--- config.mk ---
export PLATFORM = sky130hd
export DESIGN_NAME = ssw_supervisor_ctrl
export DESIGN_NICKNAME = d
export VERILOG_FILES = /design/src/verilog/ssw_supervisor_ctrl.v /design/src/verilog/ssw_sync.v /design/src/verilog/ssw_timer.v
export VERILOG_INCLUDE_DIRS = /design/src /design/src/verilog
export SDC_FILE = /design/constraint.sdc
export NUM_CORES = 1
export LEC_CHECK = 0
export ABC_CLOCK_PERIOD_IN_PS = 5900
export BUFFER_PORTS_ARGS = -buffer_cell sky130_fd_sc_hd__buf_2
export CORE_UTILIZATION = 35
export DETAILED_ROUTE_END_ITERATION = 8
export HOLD_SLACK_MARGIN = 0.1
export MAX_ROUTING_LAYER = met4
export PLACE_DENSITY = 0.6
export REMOVE_ABC_BUFFERS = 1
export SETUP_SLACK_MARGIN = 0.5
export SLEW_MARGIN = 20
export SYNTH_ARGS = -nofsm -noshare
export SYNTH_HDL_FRONTEND = slang
export SYNTH_SLANG_ARGS = --single-unit
--- constraint.sdc ---
create_clock -name i_sys_clk -period 5.9 [get_ports i_sys_clk]
set_input_delay 1.18 -clock i_sys_clk [delete_from_list [all_inputs] [get_ports i_sys_clk]]
set_output_delay 1.18 -clock i_sys_clk [all_outputs]
set_load 0.02 [all_outputs]
--- src/verilog/ssw_defs.vh ---
// Constants for the supply supervisor and wake control block
`ifndef SSW_DEFS_VH
`define SSW_DEFS_VH

// Clock period and documented times, in ns
`define SSW_CLK_NS 8
`define SSW_T_HOLD_SLOW_NS 150000
`define SSW_T_HOLD_FAST_NS 2000
`define SSW_T_OVERSPEED_NS 6000
`define SSW_T_ENTRY_WIN_NS 1000
`define SSW_T_SETTLE_FULL_NS 2000
`define SSW_T_SETTLE_NORM_NS 150000

// APB byte offsets
`define SSW_ADDR_CORE_CTRL 12'h000
`define SSW_ADDR_SUPPLY_CTRL 12'h004
`define SSW_ADDR_CLK_CFG 12'h008
`define SSW_ADDR_POWER_MODE 12'h00c
`define SSW_ADDR_STATUS 12'h010
`define SSW_ADDR_IRQ_STATUS 12'h014
`define SSW_ADDR_IRQ_MASK 12'h018

// Side control fields (same layout for core and supply side)
`define SSW_CTL_W 6
`define SSW_CTL_SUP_EN 0
`define SSW_CTL_SUP_FP 1
`define SSW_CTL_SUP_LPM 2
`define SSW_CTL_MON_EN 3
`define SSW_CTL_MON_FP 4
`define SSW_CTL_AUTO 5
`define SSW_CORE_CTL_RST 6'h01
`define SSW_SUPPLY_CTL_RST 6'h01

// Clock configuration fields
`define SSW_CFG_W 13
`define SSW_CFG_DIV_LSB 0
`define SSW_CFG_DIV_MSB 2
`define SSW_CFG_LVL_LSB 3
`define SSW_CFG_LVL_MSB 4
`define SSW_CFG_OSC_LSB 5
`define SSW_CFG_OSC_MSB 9
`define SSW_CFG_MAIN_OSC 10
`define SSW_CFG_SUB_OSC 11
`define SSW_CFG_SUB_REQ 12
`define SSW_CFG_RST 13'h0c00

// Power mode register
`define SSW_MODE_DEEP 0

// Interrupt events
`define SSW_IRQ_W 5
`define SSW_IRQ_CORE_SETTLED 0
`define SSW_IRQ_SUPPLY_SETTLED 1
`define SSW_IRQ_WAKE_DONE 2
`define SSW_IRQ_LOCKED 3
`define SSW_IRQ_LEVEL_RESET 4

// Overspeed thresholds in MHz per core level
`define SSW_THR_L0 5'd4
`define SSW_THR_L1 5'd7
`define SSW_THR_L2 5'd11
`define SSW_THR_L3 5'd14

// Supervisor states
`define SSW_ST_OFF 2'h0
`define SSW_ST_NORMAL 2'h1
`define SSW_ST_FULL 2'h2

`define SSW_TMR_W 16

`endif

--- src/verilog/ssw_supervisor_ctrl.v ---
// Supply supervisor and wake control: APB registers, mode mapping, wake hold-off
// Functional notes
// - Normal-performance low side holds CPU execution 150 us after deep wake.
// - Low side disabled or full performance shortens the hold-off to 2 us.
// - Overspeed risk when main clock from oscillator exceeds 4/7/11/14 MHz.
// - Subsystem clock from oscillator stays ungated, may run fast 6 us.
// - Full-performance settling is about 2 us; level raise then resets.
// - Normal-performance settling delay is about 150 us.
// - Slow wake when low side enabled in normal performance, else fast.
// - Core supervisor deep-standby state follows enable, lpm, auto, performance.
// - Supply side uses the same mapping under its auto control bit.
// - Missed wake near entry locks until reset or soft power-up clear.
//
// Design decisions made here: register access over APB and the address map.
`timescale 1ns/1ps
`include "ssw_defs.vh"
module ssw_supervisor_ctrl #(
    parameter HOLD_SLOW_CYC = (`SSW_T_HOLD_SLOW_NS + `SSW_CLK_NS - 1) / `SSW_CLK_NS,
    parameter SETTLE_NORM_CYC = (`SSW_T_SETTLE_NORM_NS + `SSW_CLK_NS - 1) / `SSW_CLK_NS
) (
    input wire i_sys_clk,
    input wire i_resetn,
    input wire i_psel,
    input wire i_penable,
    input wire i_pwrite,
    input wire [11:0] i_paddr,
    input wire [31:0] i_pwdata,
    output reg [31:0] o_prdata,
    output reg o_pready,
    output reg o_pslverr,
    input wire i_wake_req,
    input wire i_soft_clear,
    output reg o_irq,
    output reg o_standby,
    output reg o_cpu_hold,
    output reg o_locked,
    output reg [1:0] o_core_sup_state,
    output reg [1:0] o_core_mon_state,
    output reg [1:0] o_supply_sup_state,
    output reg [1:0] o_supply_mon_state,
    output reg o_main_overspeed,
    output reg o_subclk_overspeed,
    output reg o_subclk_gate_en,
    output reg [2:0] o_main_clk_divider,
    output reg [1:0] o_core_level,
    output reg o_core_reset_req
);
    // Short delays, least times rounded up to whole cycles
    localparam HOLD_FAST_I = (`SSW_T_HOLD_FAST_NS + `SSW_CLK_NS - 1) / `SSW_CLK_NS;
    localparam OVERSPEED_I = `SSW_T_OVERSPEED_NS / `SSW_CLK_NS;
    localparam ENTRY_WIN_I = `SSW_T_ENTRY_WIN_NS / `SSW_CLK_NS;
    localparam SETTLE_FULL_I = (`SSW_T_SETTLE_FULL_NS + `SSW_CLK_NS - 1) / `SSW_CLK_NS;
    localparam [`SSW_TMR_W-1:0] HOLD_FAST_CYC = HOLD_FAST_I[`SSW_TMR_W-1:0];
    localparam [`SSW_TMR_W-1:0] OVERSPEED_CYC = OVERSPEED_I[`SSW_TMR_W-1:0];
    localparam [`SSW_TMR_W-1:0] ENTRY_WIN_CYC = ENTRY_WIN_I[`SSW_TMR_W-1:0];
    localparam [`SSW_TMR_W-1:0] SETTLE_FULL_CYC = SETTLE_FULL_I[`SSW_TMR_W-1:0];
    localparam [`SSW_TMR_W-1:0] HOLD_SLOW = HOLD_SLOW_CYC[`SSW_TMR_W-1:0];
    localparam [`SSW_TMR_W-1:0] SETTLE_NORM = SETTLE_NORM_CYC[`SSW_TMR_W-1:0];

    // Power states
    localparam [1:0] ST_ACTIVE = 2'h0;
    localparam [1:0] ST_STANDBY = 2'h1;
    localparam [1:0] ST_WAKE = 2'h2;
    localparam [1:0] ST_LOCK = 2'h3;

    // Supervisor state in the present power mode; monitors pass lpm_en = 1
    function [1:0] map_state;
        input en;
        input lpm_en;
        input fp;
        input auto_ctl;
        input deep;
        begin
            if (!en)
                map_state = `SSW_ST_OFF;
            else if (!deep)
                map_state = fp ? `SSW_ST_FULL : `SSW_ST_NORMAL;
            else if (!lpm_en)
                map_state = `SSW_ST_OFF;
            else if (!auto_ctl)
                map_state = fp ? `SSW_ST_FULL : `SSW_ST_NORMAL;
            else
                map_state = fp ? `SSW_ST_NORMAL : `SSW_ST_OFF;
        end
    endfunction

    // Overspeed threshold in MHz for a core level
    function [4:0] osc_limit;
        input [1:0] lvl;
        begin
            case (lvl)
                2'h0: osc_limit = `SSW_THR_L0;
                2'h1: osc_limit = `SSW_THR_L1;
                2'h2: osc_limit = `SSW_THR_L2;
                default: osc_limit = `SSW_THR_L3;
            endcase
        end
    endfunction

    reg [`SSW_CTL_W-1:0] core_side_control_q;
    reg [`SSW_CTL_W-1:0] supply_side_control_q;
    reg [`SSW_CFG_W-1:0] clk_cfg_q;
    reg [`SSW_IRQ_W-1:0] irq_status_q;
    reg [`SSW_IRQ_W-1:0] irq_mask_q;
    reg [1:0] state_q;
    reg entry_dirty_q;
    reg wake_prev_q;
    reg [`SSW_IRQ_W-1:0] irq_set;
    reg [31:0] rdata_d;
    reg addr_ok;
    reg [1:0] state_d;

    wire [1:0] pins_sync;
    wire wake_s;
    wire soft_clear_s;
    wire core_busy;
    wire core_done;
    wire supply_busy;
    wire supply_done;
    wire hold_busy;
    wire hold_done;
    wire fast_busy;
    wire win_busy;
    wire access;
    wire wr_en;
    wire wake_rise;
    wire core_slow_wake;
    wire deep;
    wire [1:0] new_level;
    wire level_raise;
    wire enter_deep;

    // Pins are asynchronous to the system clock
    ssw_sync #(
        .W(2)
    ) u_sync (
        .i_sys_clk(i_sys_clk),
        .i_resetn(i_resetn),
        .i_async({i_soft_clear, i_wake_req}),
        .o_sync(pins_sync)
    );
    assign wake_s = pins_sync[0];
    assign soft_clear_s = pins_sync[1];

    // APB: registered ready gives one wait state; effects land on the pready edge
    assign access = i_psel && i_penable && o_pready;
    assign wr_en = access && i_pwrite && addr_ok;
    assign wake_rise = wake_s && !wake_prev_q;
    assign deep = (state_q == ST_STANDBY);
    assign new_level = i_pwdata[`SSW_CFG_LVL_MSB:`SSW_CFG_LVL_LSB];
    assign enter_deep = wr_en && (i_paddr == `SSW_ADDR_POWER_MODE)
        && i_pwdata[`SSW_MODE_DEEP] && (state_q == ST_ACTIVE);

    // Slow wake while either low-side unit runs enabled in normal performance
    assign core_slow_wake =
        (core_side_control_q[`SSW_CTL_SUP_EN] && !core_side_control_q[`SSW_CTL_SUP_FP])
        || (core_side_control_q[`SSW_CTL_MON_EN]
        && !core_side_control_q[`SSW_CTL_MON_FP]);

    // Raising the level with a full-performance low supervisor trips a reset
    assign level_raise = wr_en && (i_paddr == `SSW_ADDR_CLK_CFG)
        && (new_level > clk_cfg_q[`SSW_CFG_LVL_MSB:`SSW_CFG_LVL_LSB])
        && core_side_control_q[`SSW_CTL_SUP_EN]
        && core_side_control_q[`SSW_CTL_SUP_FP];

    // Settling timers restart on every write to their side's control register
    ssw_timer u_core_settle (
        .i_sys_clk(i_sys_clk),
        .i_resetn(i_resetn),
        .i_load(wr_en && (i_paddr == `SSW_ADDR_CORE_CTRL)),
        .i_count(i_pwdata[`SSW_CTL_SUP_FP] ? SETTLE_FULL_CYC : SETTLE_NORM),
        .o_busy(core_busy),
        .o_done(core_done)
    );
    ssw_timer u_supply_settle (
        .i_sys_clk(i_sys_clk),
        .i_resetn(i_resetn),
        .i_load(wr_en && (i_paddr == `SSW_ADDR_SUPPLY_CTRL)),
        .i_count(i_pwdata[`SSW_CTL_SUP_FP] ? SETTLE_FULL_CYC : SETTLE_NORM),
        .o_busy(supply_busy),
        .o_done(supply_done)
    );

    // Execution hold-off after a deep wake
    ssw_timer u_hold (
        .i_sys_clk(i_sys_clk),
        .i_resetn(i_resetn),
        .i_load(deep && wake_rise && !win_busy),
        .i_count(core_slow_wake ? HOLD_SLOW : HOLD_FAST_CYC),
        .o_busy(hold_busy),
        .o_done(hold_done)
    );

    // Oscillator overshoot window right after a deep wake
    ssw_timer u_fast (
        .i_sys_clk(i_sys_clk),
        .i_resetn(i_resetn),
        .i_load(deep && wake_rise && !win_busy),
        .i_count(OVERSPEED_CYC),
        .o_busy(fast_busy),
        .o_done()
    );

    // Entry window in which a wake event can be lost
    ssw_timer u_entry_win (
        .i_sys_clk(i_sys_clk),
        .i_resetn(i_resetn),
        .i_load(enter_deep),
        .i_count(ENTRY_WIN_CYC),
        .o_busy(win_busy),
        .o_done()
    );

    // Address decode and read mux
    always @* begin
        addr_ok = 1'b1;
        rdata_d = 32'h0000_0000;
        case (i_paddr)
            `SSW_ADDR_CORE_CTRL: rdata_d[`SSW_CTL_W-1:0] = core_side_control_q;
            `SSW_ADDR_SUPPLY_CTRL: rdata_d[`SSW_CTL_W-1:0] = supply_side_control_q;
            `SSW_ADDR_CLK_CFG: rdata_d[`SSW_CFG_W-1:0] = clk_cfg_q;
            `SSW_ADDR_POWER_MODE: rdata_d[`SSW_MODE_DEEP] = deep;
            `SSW_ADDR_STATUS: rdata_d[15:0] = {o_supply_mon_state, o_supply_sup_state,
                o_core_mon_state, o_core_sup_state, 2'h0, state_q,
                o_locked, o_cpu_hold, supply_busy, core_busy};
            `SSW_ADDR_IRQ_STATUS: rdata_d[`SSW_IRQ_W-1:0] = irq_status_q;
            `SSW_ADDR_IRQ_MASK: rdata_d[`SSW_IRQ_W-1:0] = irq_mask_q;
            default: addr_ok = 1'b0;
        endcase
    end

    // Bus slave handshake
    always @(posedge i_sys_clk or negedge i_resetn) begin
        if (!i_resetn) begin
            o_pready <= 1'b0;
            o_prdata <= 32'h0000_0000;
            o_pslverr <= 1'b0;
        end else begin
            o_pready <= i_psel && i_penable && !o_pready;
            o_prdata <= rdata_d;
            o_pslverr <= i_psel && i_penable && !o_pready && !addr_ok;
        end
    end

    // Software-written registers
    always @(posedge i_sys_clk or negedge i_resetn) begin
        if (!i_resetn) begin
            core_side_control_q <= `SSW_CORE_CTL_RST;
            supply_side_control_q <= `SSW_SUPPLY_CTL_RST;
            clk_cfg_q <= `SSW_CFG_RST;
            irq_mask_q <= {`SSW_IRQ_W{1'b0}};
        end else if (wr_en) begin
            if (i_paddr == `SSW_ADDR_CORE_CTRL)
                core_side_control_q <= i_pwdata[`SSW_CTL_W-1:0];
            if (i_paddr == `SSW_ADDR_SUPPLY_CTRL)
                supply_side_control_q <= i_pwdata[`SSW_CTL_W-1:0];
            if (i_paddr == `SSW_ADDR_CLK_CFG && !level_raise)
                clk_cfg_q <= i_pwdata[`SSW_CFG_W-1:0];
            if (i_paddr == `SSW_ADDR_IRQ_MASK)
                irq_mask_q <= i_pwdata[`SSW_IRQ_W-1:0];
        end
    end

    // Power state machine
    always @* begin
        state_d = state_q;
        case (state_q)
            ST_ACTIVE: begin
                if (enter_deep)
                    state_d = ST_STANDBY;
            end
            ST_STANDBY: begin
                // Wake during the entry window after an unsettled write is lost
                if (wake_rise && win_busy && entry_dirty_q)
                    state_d = ST_LOCK;
                else if (wake_rise && !win_busy)
                    state_d = ST_WAKE;
            end
            ST_WAKE: begin
                if (hold_done)
                    state_d = ST_ACTIVE;
            end
            ST_LOCK: begin
                if (soft_clear_s)
                    state_d = ST_ACTIVE;
            end
            default: state_d = ST_ACTIVE;
        endcase
    end

    // Sticky events
    always @* begin
        irq_set = {`SSW_IRQ_W{1'b0}};
        irq_set[`SSW_IRQ_CORE_SETTLED] = core_done;
        irq_set[`SSW_IRQ_SUPPLY_SETTLED] = supply_done;
        irq_set[`SSW_IRQ_WAKE_DONE] = (state_q == ST_WAKE) && hold_done;
        irq_set[`SSW_IRQ_LOCKED] = (state_q != ST_LOCK) && (state_d == ST_LOCK);
        irq_set[`SSW_IRQ_LEVEL_RESET] = level_raise;
    end

    // State, status and interrupt flops; a set beats a same-cycle clear
    always @(posedge i_sys_clk or negedge i_resetn) begin
        if (!i_resetn) begin
            state_q <= ST_ACTIVE;
            entry_dirty_q <= 1'b0;
            wake_prev_q <= 1'b0;
            irq_status_q <= {`SSW_IRQ_W{1'b0}};
            o_irq <= 1'b0;
        end else begin
            state_q <= state_d;
            wake_prev_q <= wake_s;
            if (enter_deep)
                entry_dirty_q <= core_busy || supply_busy;
            if (wr_en && i_paddr == `SSW_ADDR_IRQ_STATUS)
                irq_status_q <= irq_set | (irq_status_q & ~i_pwdata[`SSW_IRQ_W-1:0]);
            else
                irq_status_q <= irq_set | irq_status_q;
            o_irq <= |(irq_status_q & irq_mask_q);
        end
    end

    // Registered outputs toward the rest of the chip
    always @(posedge i_sys_clk or negedge i_resetn) begin
        if (!i_resetn) begin
            o_standby <= 1'b0;
            o_cpu_hold <= 1'b0;
            o_locked <= 1'b0;
            o_core_sup_state <= `SSW_ST_OFF;
            o_core_mon_state <= `SSW_ST_OFF;
            o_supply_sup_state <= `SSW_ST_OFF;
            o_supply_mon_state <= `SSW_ST_OFF;
            o_main_overspeed <= 1'b0;
            o_subclk_overspeed <= 1'b0;
            o_subclk_gate_en <= 1'b0;
            o_main_clk_divider <= 3'h0;
            o_core_level <= 2'h0;
            o_core_reset_req <= 1'b0;
        end else begin
            o_standby <= (state_q == ST_STANDBY) || (state_q == ST_LOCK);
            o_cpu_hold <= (state_q != ST_ACTIVE) || hold_busy;
            o_locked <= (state_q == ST_LOCK);
            o_core_sup_state <= map_state(core_side_control_q[`SSW_CTL_SUP_EN],
                core_side_control_q[`SSW_CTL_SUP_LPM], core_side_control_q[`SSW_CTL_SUP_FP],
                core_side_control_q[`SSW_CTL_AUTO], deep);
            o_core_mon_state <= map_state(core_side_control_q[`SSW_CTL_MON_EN], 1'b1,
                core_side_control_q[`SSW_CTL_MON_FP], core_side_control_q[`SSW_CTL_AUTO],
                deep);
            o_supply_sup_state <= map_state(supply_side_control_q[`SSW_CTL_SUP_EN],
                supply_side_control_q[`SSW_CTL_SUP_LPM],
                supply_side_control_q[`SSW_CTL_SUP_FP],
                supply_side_control_q[`SSW_CTL_AUTO], deep);
            o_supply_mon_state <= map_state(supply_side_control_q[`SSW_CTL_MON_EN], 1'b1,
                supply_side_control_q[`SSW_CTL_MON_FP],
                supply_side_control_q[`SSW_CTL_AUTO], deep);
            // Undivided oscillator clock above the level limit with a short mask
            o_main_overspeed <= fast_busy && !core_slow_wake
                && clk_cfg_q[`SSW_CFG_MAIN_OSC]
                && (clk_cfg_q[`SSW_CFG_DIV_MSB:`SSW_CFG_DIV_LSB] == 3'h0)
                && (clk_cfg_q[`SSW_CFG_OSC_MSB:`SSW_CFG_OSC_LSB]
                > osc_limit(clk_cfg_q[`SSW_CFG_LVL_MSB:`SSW_CFG_LVL_LSB]));
            // The subsystem clock gets no mask, so its overshoot is visible
            o_subclk_overspeed <= fast_busy && clk_cfg_q[`SSW_CFG_SUB_OSC];
            o_subclk_gate_en <= clk_cfg_q[`SSW_CFG_SUB_REQ] || !deep || fast_busy;
            o_main_clk_divider <= clk_cfg_q[`SSW_CFG_DIV_MSB:`SSW_CFG_DIV_LSB];
            o_core_level <= clk_cfg_q[`SSW_CFG_LVL_MSB:`SSW_CFG_LVL_LSB];
            o_core_reset_req <= level_raise;
        end
    end
endmodule

--- src/verilog/ssw_sync.v ---
// Two-stage synchroniser for asynchronous pin inputs
`timescale 1ns/1ps
module ssw_sync #(
    parameter W = 2
) (
    input wire i_sys_clk,
    input wire i_resetn,
    input wire [W-1:0] i_async,
    output wire [W-1:0] o_sync
);
    reg [W-1:0] meta_q;
    reg [W-1:0] sync_q;

    // First stage feeds only the second stage
    always @(posedge i_sys_clk or negedge i_resetn) begin
        if (!i_resetn) begin
            meta_q <= {W{1'b0}};
            sync_q <= {W{1'b0}};
        end else begin
            meta_q <= i_async;
            sync_q <= meta_q;
        end
    end

    assign o_sync = sync_q;
endmodule

--- src/verilog/ssw_timer.v ---
// Loadable down-counter used for settling, hold-off and window delays
`timescale 1ns/1ps
`include "ssw_defs.vh"
module ssw_timer (
    input wire i_sys_clk,
    input wire i_resetn,
    input wire i_load,
    input wire [`SSW_TMR_W-1:0] i_count,
    output wire o_busy,
    output wire o_done
);
    reg [`SSW_TMR_W-1:0] cnt_q;

    // A reload restarts the delay from its full length
    always @(posedge i_sys_clk or negedge i_resetn) begin
        if (!i_resetn) begin
            cnt_q <= {`SSW_TMR_W{1'b0}};
        end else if (i_load) begin
            cnt_q <= i_count;
        end else if (cnt_q != {`SSW_TMR_W{1'b0}}) begin
            cnt_q <= cnt_q - 1'b1;
        end
    end

    assign o_busy = (cnt_q != {`SSW_TMR_W{1'b0}});
    assign o_done = (cnt_q == {{(`SSW_TMR_W-1){1'b0}}, 1'b1}) && !i_load;
endmodule
==> impl_metrics.prom <==
# TYPE chip_impl_metric gauge
chip_impl_metric{name="maximum_number_of_pins_on_one_net_before_global_route_repair",unit=""} 67
chip_impl_metric{name="die-area",unit="mm2"} 0.02375
chip_impl_metric{name="worst-endpoint-required",unit="ns"} 6.20
chip_impl_metric{name="synth.yosys.seq_area_share",unit=""} 0.5012
chip_impl_metric{name="fraction_of_synthesized_cell_area_taken_by_the_top_area_cell_type",unit=""} 0.4883
chip_impl_info{name="top_ff_cell_synth",value="sky130_fd_sc_hd__dfrtp_1"} 1
chip_impl_metric{name="post_drt_via_cell_ratio",unit=""} 5.181
chip_impl_metric{name="design.core.area",unit="mm2"} 0.02264
chip_impl_metric{name="layout-area-overhead-vs-synth",unit="%"} 14.72
chip_impl_info{name="synth_most_common_cell",value="sky130_fd_sc_hd__dfrtp_1"} 1
chip_impl_metric{name="post_synth_inst_count",unit=""} 800
chip_impl_metric{name="async_set_or_reset_register_ratio_after_synthesis",unit=""} 1.000
chip_impl_metric{name="place.detailed.hpwl",unit="mm"} 12.72
chip_impl_metric{name="ys_ff_latch",unit=""} 162
chip_impl_info{name="cts_tree",value="done"} 1
chip_impl_info{name="clockRootBuffer",value="sky130_fd_sc_hd__clkbuf_16"} 1
chip_impl_metric{name="route.detailed.drc",unit=""} 0
chip_impl_metric{name="cts_post_setup_buffers_inserted",unit=""} 0
chip_impl_metric{name="fp-row-count",unit=""} 55
chip_impl_metric{name="timing.final.crit_period",unit="ns"} 3.373
chip_impl_info{name="start_kind",value="primary input"} 1
chip_impl_metric{name="slew_headroom",unit=""} 0.3546
chip_impl_metric{name="route.antenna.remaining_nets",unit=""} 0
chip_impl_metric{name="syn-mean-instance-area",unit="um2"} 10.12
chip_impl_metric{name="ys_warn_count",unit=""} 0
chip_impl_metric{name="netlist-cell-type-count",unit=""} 70
chip_impl_info{name="hp-class",value="flop to flop"} 1
chip_impl_metric{name="route.final.wire_length",unit="mm"} 18.24
chip_impl_metric{name="post_layout_nonfiller_instances",unit=""} 1163
chip_impl_metric{name="cts_made_buffers",unit=""} 17
chip_impl_metric{name="worst_pin_slew",unit="ns"} 0.9630
chip_impl_metric{name="post_cts_resize_count",unit=""} 0
chip_impl_metric{name="timing.setup.tns",unit="ns"} 0
chip_impl_info{name="critPathSlowestCell",value="sky130_fd_sc_hd__nand4b_1"} 1
chip_impl_metric{name="final-hold-violation-count",unit=""} 0
chip_impl_metric{name="setup_slack",unit="ns"} 2.527
chip_impl_metric{name="pin_count",unit=""} 106
chip_impl_metric{name="worst_skew_pair_latency",unit="ns"} 0.43
chip_impl_info{name="hold_path.startpoint",value="u_sync.meta_q[0]$_DFF_PN0_"} 1
chip_impl_info{name="grt_setup_unrepaired",value="false"} 1
chip_impl_metric{name="area_occupied_by_multi_input_gates",unit="mm2"} 0.003795
chip_impl_metric{name="die_width",unit="um"} 154.1
chip_impl_metric{name="p_leak",unit="nW"} 4.350
chip_impl_info{name="status",value="finished, final reports clean"} 1
chip_impl_metric{name="cap_violations",unit=""} 0
chip_impl_metric{name="area_taken_by_flip_flops_and_latches",unit="mm2"} 0.004059
chip_impl_metric{name="cpPeakStageDelay",unit="ns"} 0.90
chip_impl_metric{name="final_period_util",unit=""} 0.5717
chip_impl_metric{name="number_of_buffers_inserted_for_hold_repair_after_clock_tree_synthesis",unit=""} 0
chip_impl_metric{name="final_report_setup_violation_count",unit=""} 0
chip_impl_metric{name="dieHeight",unit="um"} 154.1
chip_impl_metric{name="buffer_ports.inserted",unit=""} 70
chip_impl_metric{name="max-vdd-ir-drop",unit="uV"} 184.8
chip_impl_metric{name="dp_slack",unit="ns"} 2.052
chip_impl_metric{name="wire_length_of_the_first_global_routing_pass",unit="mm"} 30.28
chip_impl_metric{name="grt_use_total",unit=""} 0.1658
chip_impl_metric{name="slew_violations",unit=""} 0
chip_impl_info{name="worstSetupEndpointType",value="flop"} 1
chip_impl_metric{name="synth_edf_count",unit=""} 0
chip_impl_metric{name="clock_sink_count",unit=""} 162
chip_impl_info{name="crit_type",value="primary input to flop"} 1
chip_impl_metric{name="nNetsFinal",unit=""} 938
chip_impl_info{name="critical_path_launch_point",value="i_paddr[3]"} 1
chip_impl_metric{name="gr-total-overflow",unit=""} 0
chip_impl_metric{name="fmax",unit="MHz"} 296.5
chip_impl_metric{name="grt_antenna_before_repair",unit=""} 1
chip_impl_metric{name="worst_clock_skew",unit="ns"} 0.009044
chip_impl_info{name="yosysTopAreaCell",value="sky130_fd_sc_hd__dfrtp_1"} 1
chip_impl_metric{name="htree_num_levels",unit=""} 4
chip_impl_info{name="crit_chain",value="buf_2, inv_2, nor2_1, nand4b_1, mux2_1"} 1
chip_impl_metric{name="placed_cell_count",unit=""} 1130
chip_impl_metric{name="drtIter0Drc",unit=""} 473
chip_impl_metric{name="critPathMaxFanout",unit=""} 17
chip_impl_metric{name="post_drt_wl_per_cell",unit="um"} 15.69
chip_impl_info{name="synth_area_leaders",value="sky130_fd_sc_hd__dfrtp_1 (49%), sky130_fd_sc_hd__nand2_1 (3.9%), sky130_fd_sc_hd__nor2_1 (3.6%), sky130_fd_sc_hd__ha_1 (3.6%), sky130_fd_sc_hd__xnor2_1 (3.2%)"} 1
chip_impl_info{name="regToRegStartpoint",value="u_entry_win.cnt_q[3]$_DFFE_PN0P_"} 1
chip_impl_metric{name="timing.critical_path.arrival",unit="ns"} 3.67
chip_impl_metric{name="pwr_density_cell",unit="mW/mm2"} 262.9
chip_impl_metric{name="gp_congestion",unit=""} 0.8298
chip_impl_metric{name="initial_util",unit=""} 0.3577
chip_impl_metric{name="path_clk_slew",unit="ns"} 0.06
chip_impl_metric{name="total_vias_in_the_final_route",unit=""} 6026
chip_impl_metric{name="vias_in_the_first_global_route",unit=""} 5781
chip_impl_metric{name="drive_gt1_frac",unit=""} 0.1688
chip_impl_metric{name="synth.cell_area",unit="mm2"} 0.008098
chip_impl_info{name="synth.top_cells.by_count",value="sky130_fd_sc_hd__dfrtp_1 (158), sky130_fd_sc_hd__nand2_1 (85), sky130_fd_sc_hd__nor2_1 (77)"} 1
chip_impl_metric{name="clock_tree_buffer_depth",unit=""} 2
chip_impl_metric{name="n_fill_cell",unit=""} 2190
chip_impl_metric{name="drt_pass1_iterations",unit=""} 4
per-layer routing:
layer / track usage / part of all wire / up-vias
li1: - / - / 2930
met1: 0.2196 / 0.48 / 2981
met2: 0.2556 / 0.47 / 105
met3: 0.04030 / 0.039 / 10
met4: 0.03810 / 0.0083 / 0
met5: - / 0 / -
final timing paths:
path,cells past startpoint,to,slack (ns)
setup / recovery,5,clk_cfg_q[9]$_DFFE_PN0P_,2.53
hold / removal,0,u_sync.o_sync[0]$_DFF_PN0_,0.35
setup reg to reg,5,u_hold.cnt_q[7]$_DFFE_PN0P_,2.81
hold reg to reg,0,u_sync.o_sync[0]$_DFF_PN0_,0.35
max in group asynchronous,2,u_entry_win.cnt_q[8]$_DFFE_PN0P_,4.06
min in group asynchronous,1,clk_cfg_q[3]$_DFFE_PN0P_,0.64
flip-flops by register name (all words and copies together) (netlist names), 3 cells and up:
signal	count
o_main_clk_divider	3
u_core_settle.cnt_q	16
u_entry_win.cnt_q	16
irq_mask_q	5
supply_side_control_q	6
u_hold.cnt_q	16
clk_cfg_q	13
core_side_control_q	6
u_fast.cnt_q	16
u_supply_settle.cnt_q	16
irq_status_q	5
o_prdata	16
critical path: cells and delay by family:
| kind | cells | cell delay (ns) |
|---|---|---|
| simple gates | 2 | 1.42 |
| mux | 1 | 0.62 |
| buf+inv | 2 | 0.44 |
layout make-up:
cell class                      instances  area share
Inverter                               21    0.008485
Clock buffer                           18     0.04727
Timing Repair Buffer                   73     0.04081
Sequential cell                       162      0.4369
Antenna cell                            1   0.0002694
Clock inverter                         14     0.01939
Tap cell                              285     0.03838
Multi-Input combinational cell        589      0.4085
cell families (layout without fill, tap and decap cells):
kind of cell,after synthesis,in the layout,synth area share
compound gates,104,104,0.08081
xor+xnor,55,55,0.05949
fa+ha+maj,23,23,0.03554
buf+inv,64,126,0.03770
flops,162,162,0.5012
mux,29,29,0.04064
other cells,1,17,0.0004631
simple gates,362,362,0.2441
power breakdown:
| group | leakage (nW) | internal [mW] | switching [mW] |
|---|---|---|---|
| registers | 2.04 | 1.13 | 0.0227 |
| logic | 2.01 | 0.0449 | 0.0857 |
| clock network | 0.303 | 0.684 | 0.475 |
| total | 4.35 | 1.86 | 0.584 |
through the flow:
step / area, um2 / power, mW / util / hold WS, ns
2_1_floorplan: 7928 / 1.240 / - / 0.3312
6_report: 9290 / 2.442 / 0.4103 / 0.3485
3_3_place_gp: 8668 / 1.301 / 0.3829 / 0.3344
3_5_place_dp: 8668 / 1.304 / 0.3829 / 0.3362
5_1_grt: 9290 / 2.535 / 0.4103 / 0.3649
4_1_cts: 9288 / 2.471 / 0.4102 / 0.3507
cell usage in the layout, fill, tap and decap left out, types with 9 or more instances in the layout:
cell type and count:
sky130_fd_sc_hd__mux2_1 9, sky130_fd_sc_hd__or4_1 9, sky130_fd_sc_hd__xnor2_1 30, sky130_fd_sc_hd__inv_1 20, sky130_fd_sc_hd__nand2b_1 9, sky130_fd_sc_hd__buf_2 69
sky130_fd_sc_hd__nor4_1 22, sky130_fd_sc_hd__a21oi_1 22, sky130_fd_sc_hd__conb_1 16, sky130_fd_sc_hd__mux2_2 12, sky130_fd_sc_hd__ha_1 23, sky130_fd_sc_hd__nor3_1 24
sky130_fd_sc_hd__and3_1 9, sky130_fd_sc_hd__nand2_1 85, sky130_fd_sc_hd__o21ai_1 13, sky130_fd_sc_hd__dfrtp_1 158, sky130_fd_sc_hd__clkbuf_16 17, sky130_fd_sc_hd__or3_1 9
sky130_fd_sc_hd__nand3_1 39, sky130_fd_sc_hd__nand4_1 13, sky130_fd_sc_hd__and2_1 10, sky130_fd_sc_hd__xor2_1 25, sky130_fd_sc_hd__nor2b_1 9, sky130_fd_sc_hd__nor2_1 77
sky130_fd_sc_hd__o21ai_0 25
Note: power is estimated with default switching activity, not from simulation.
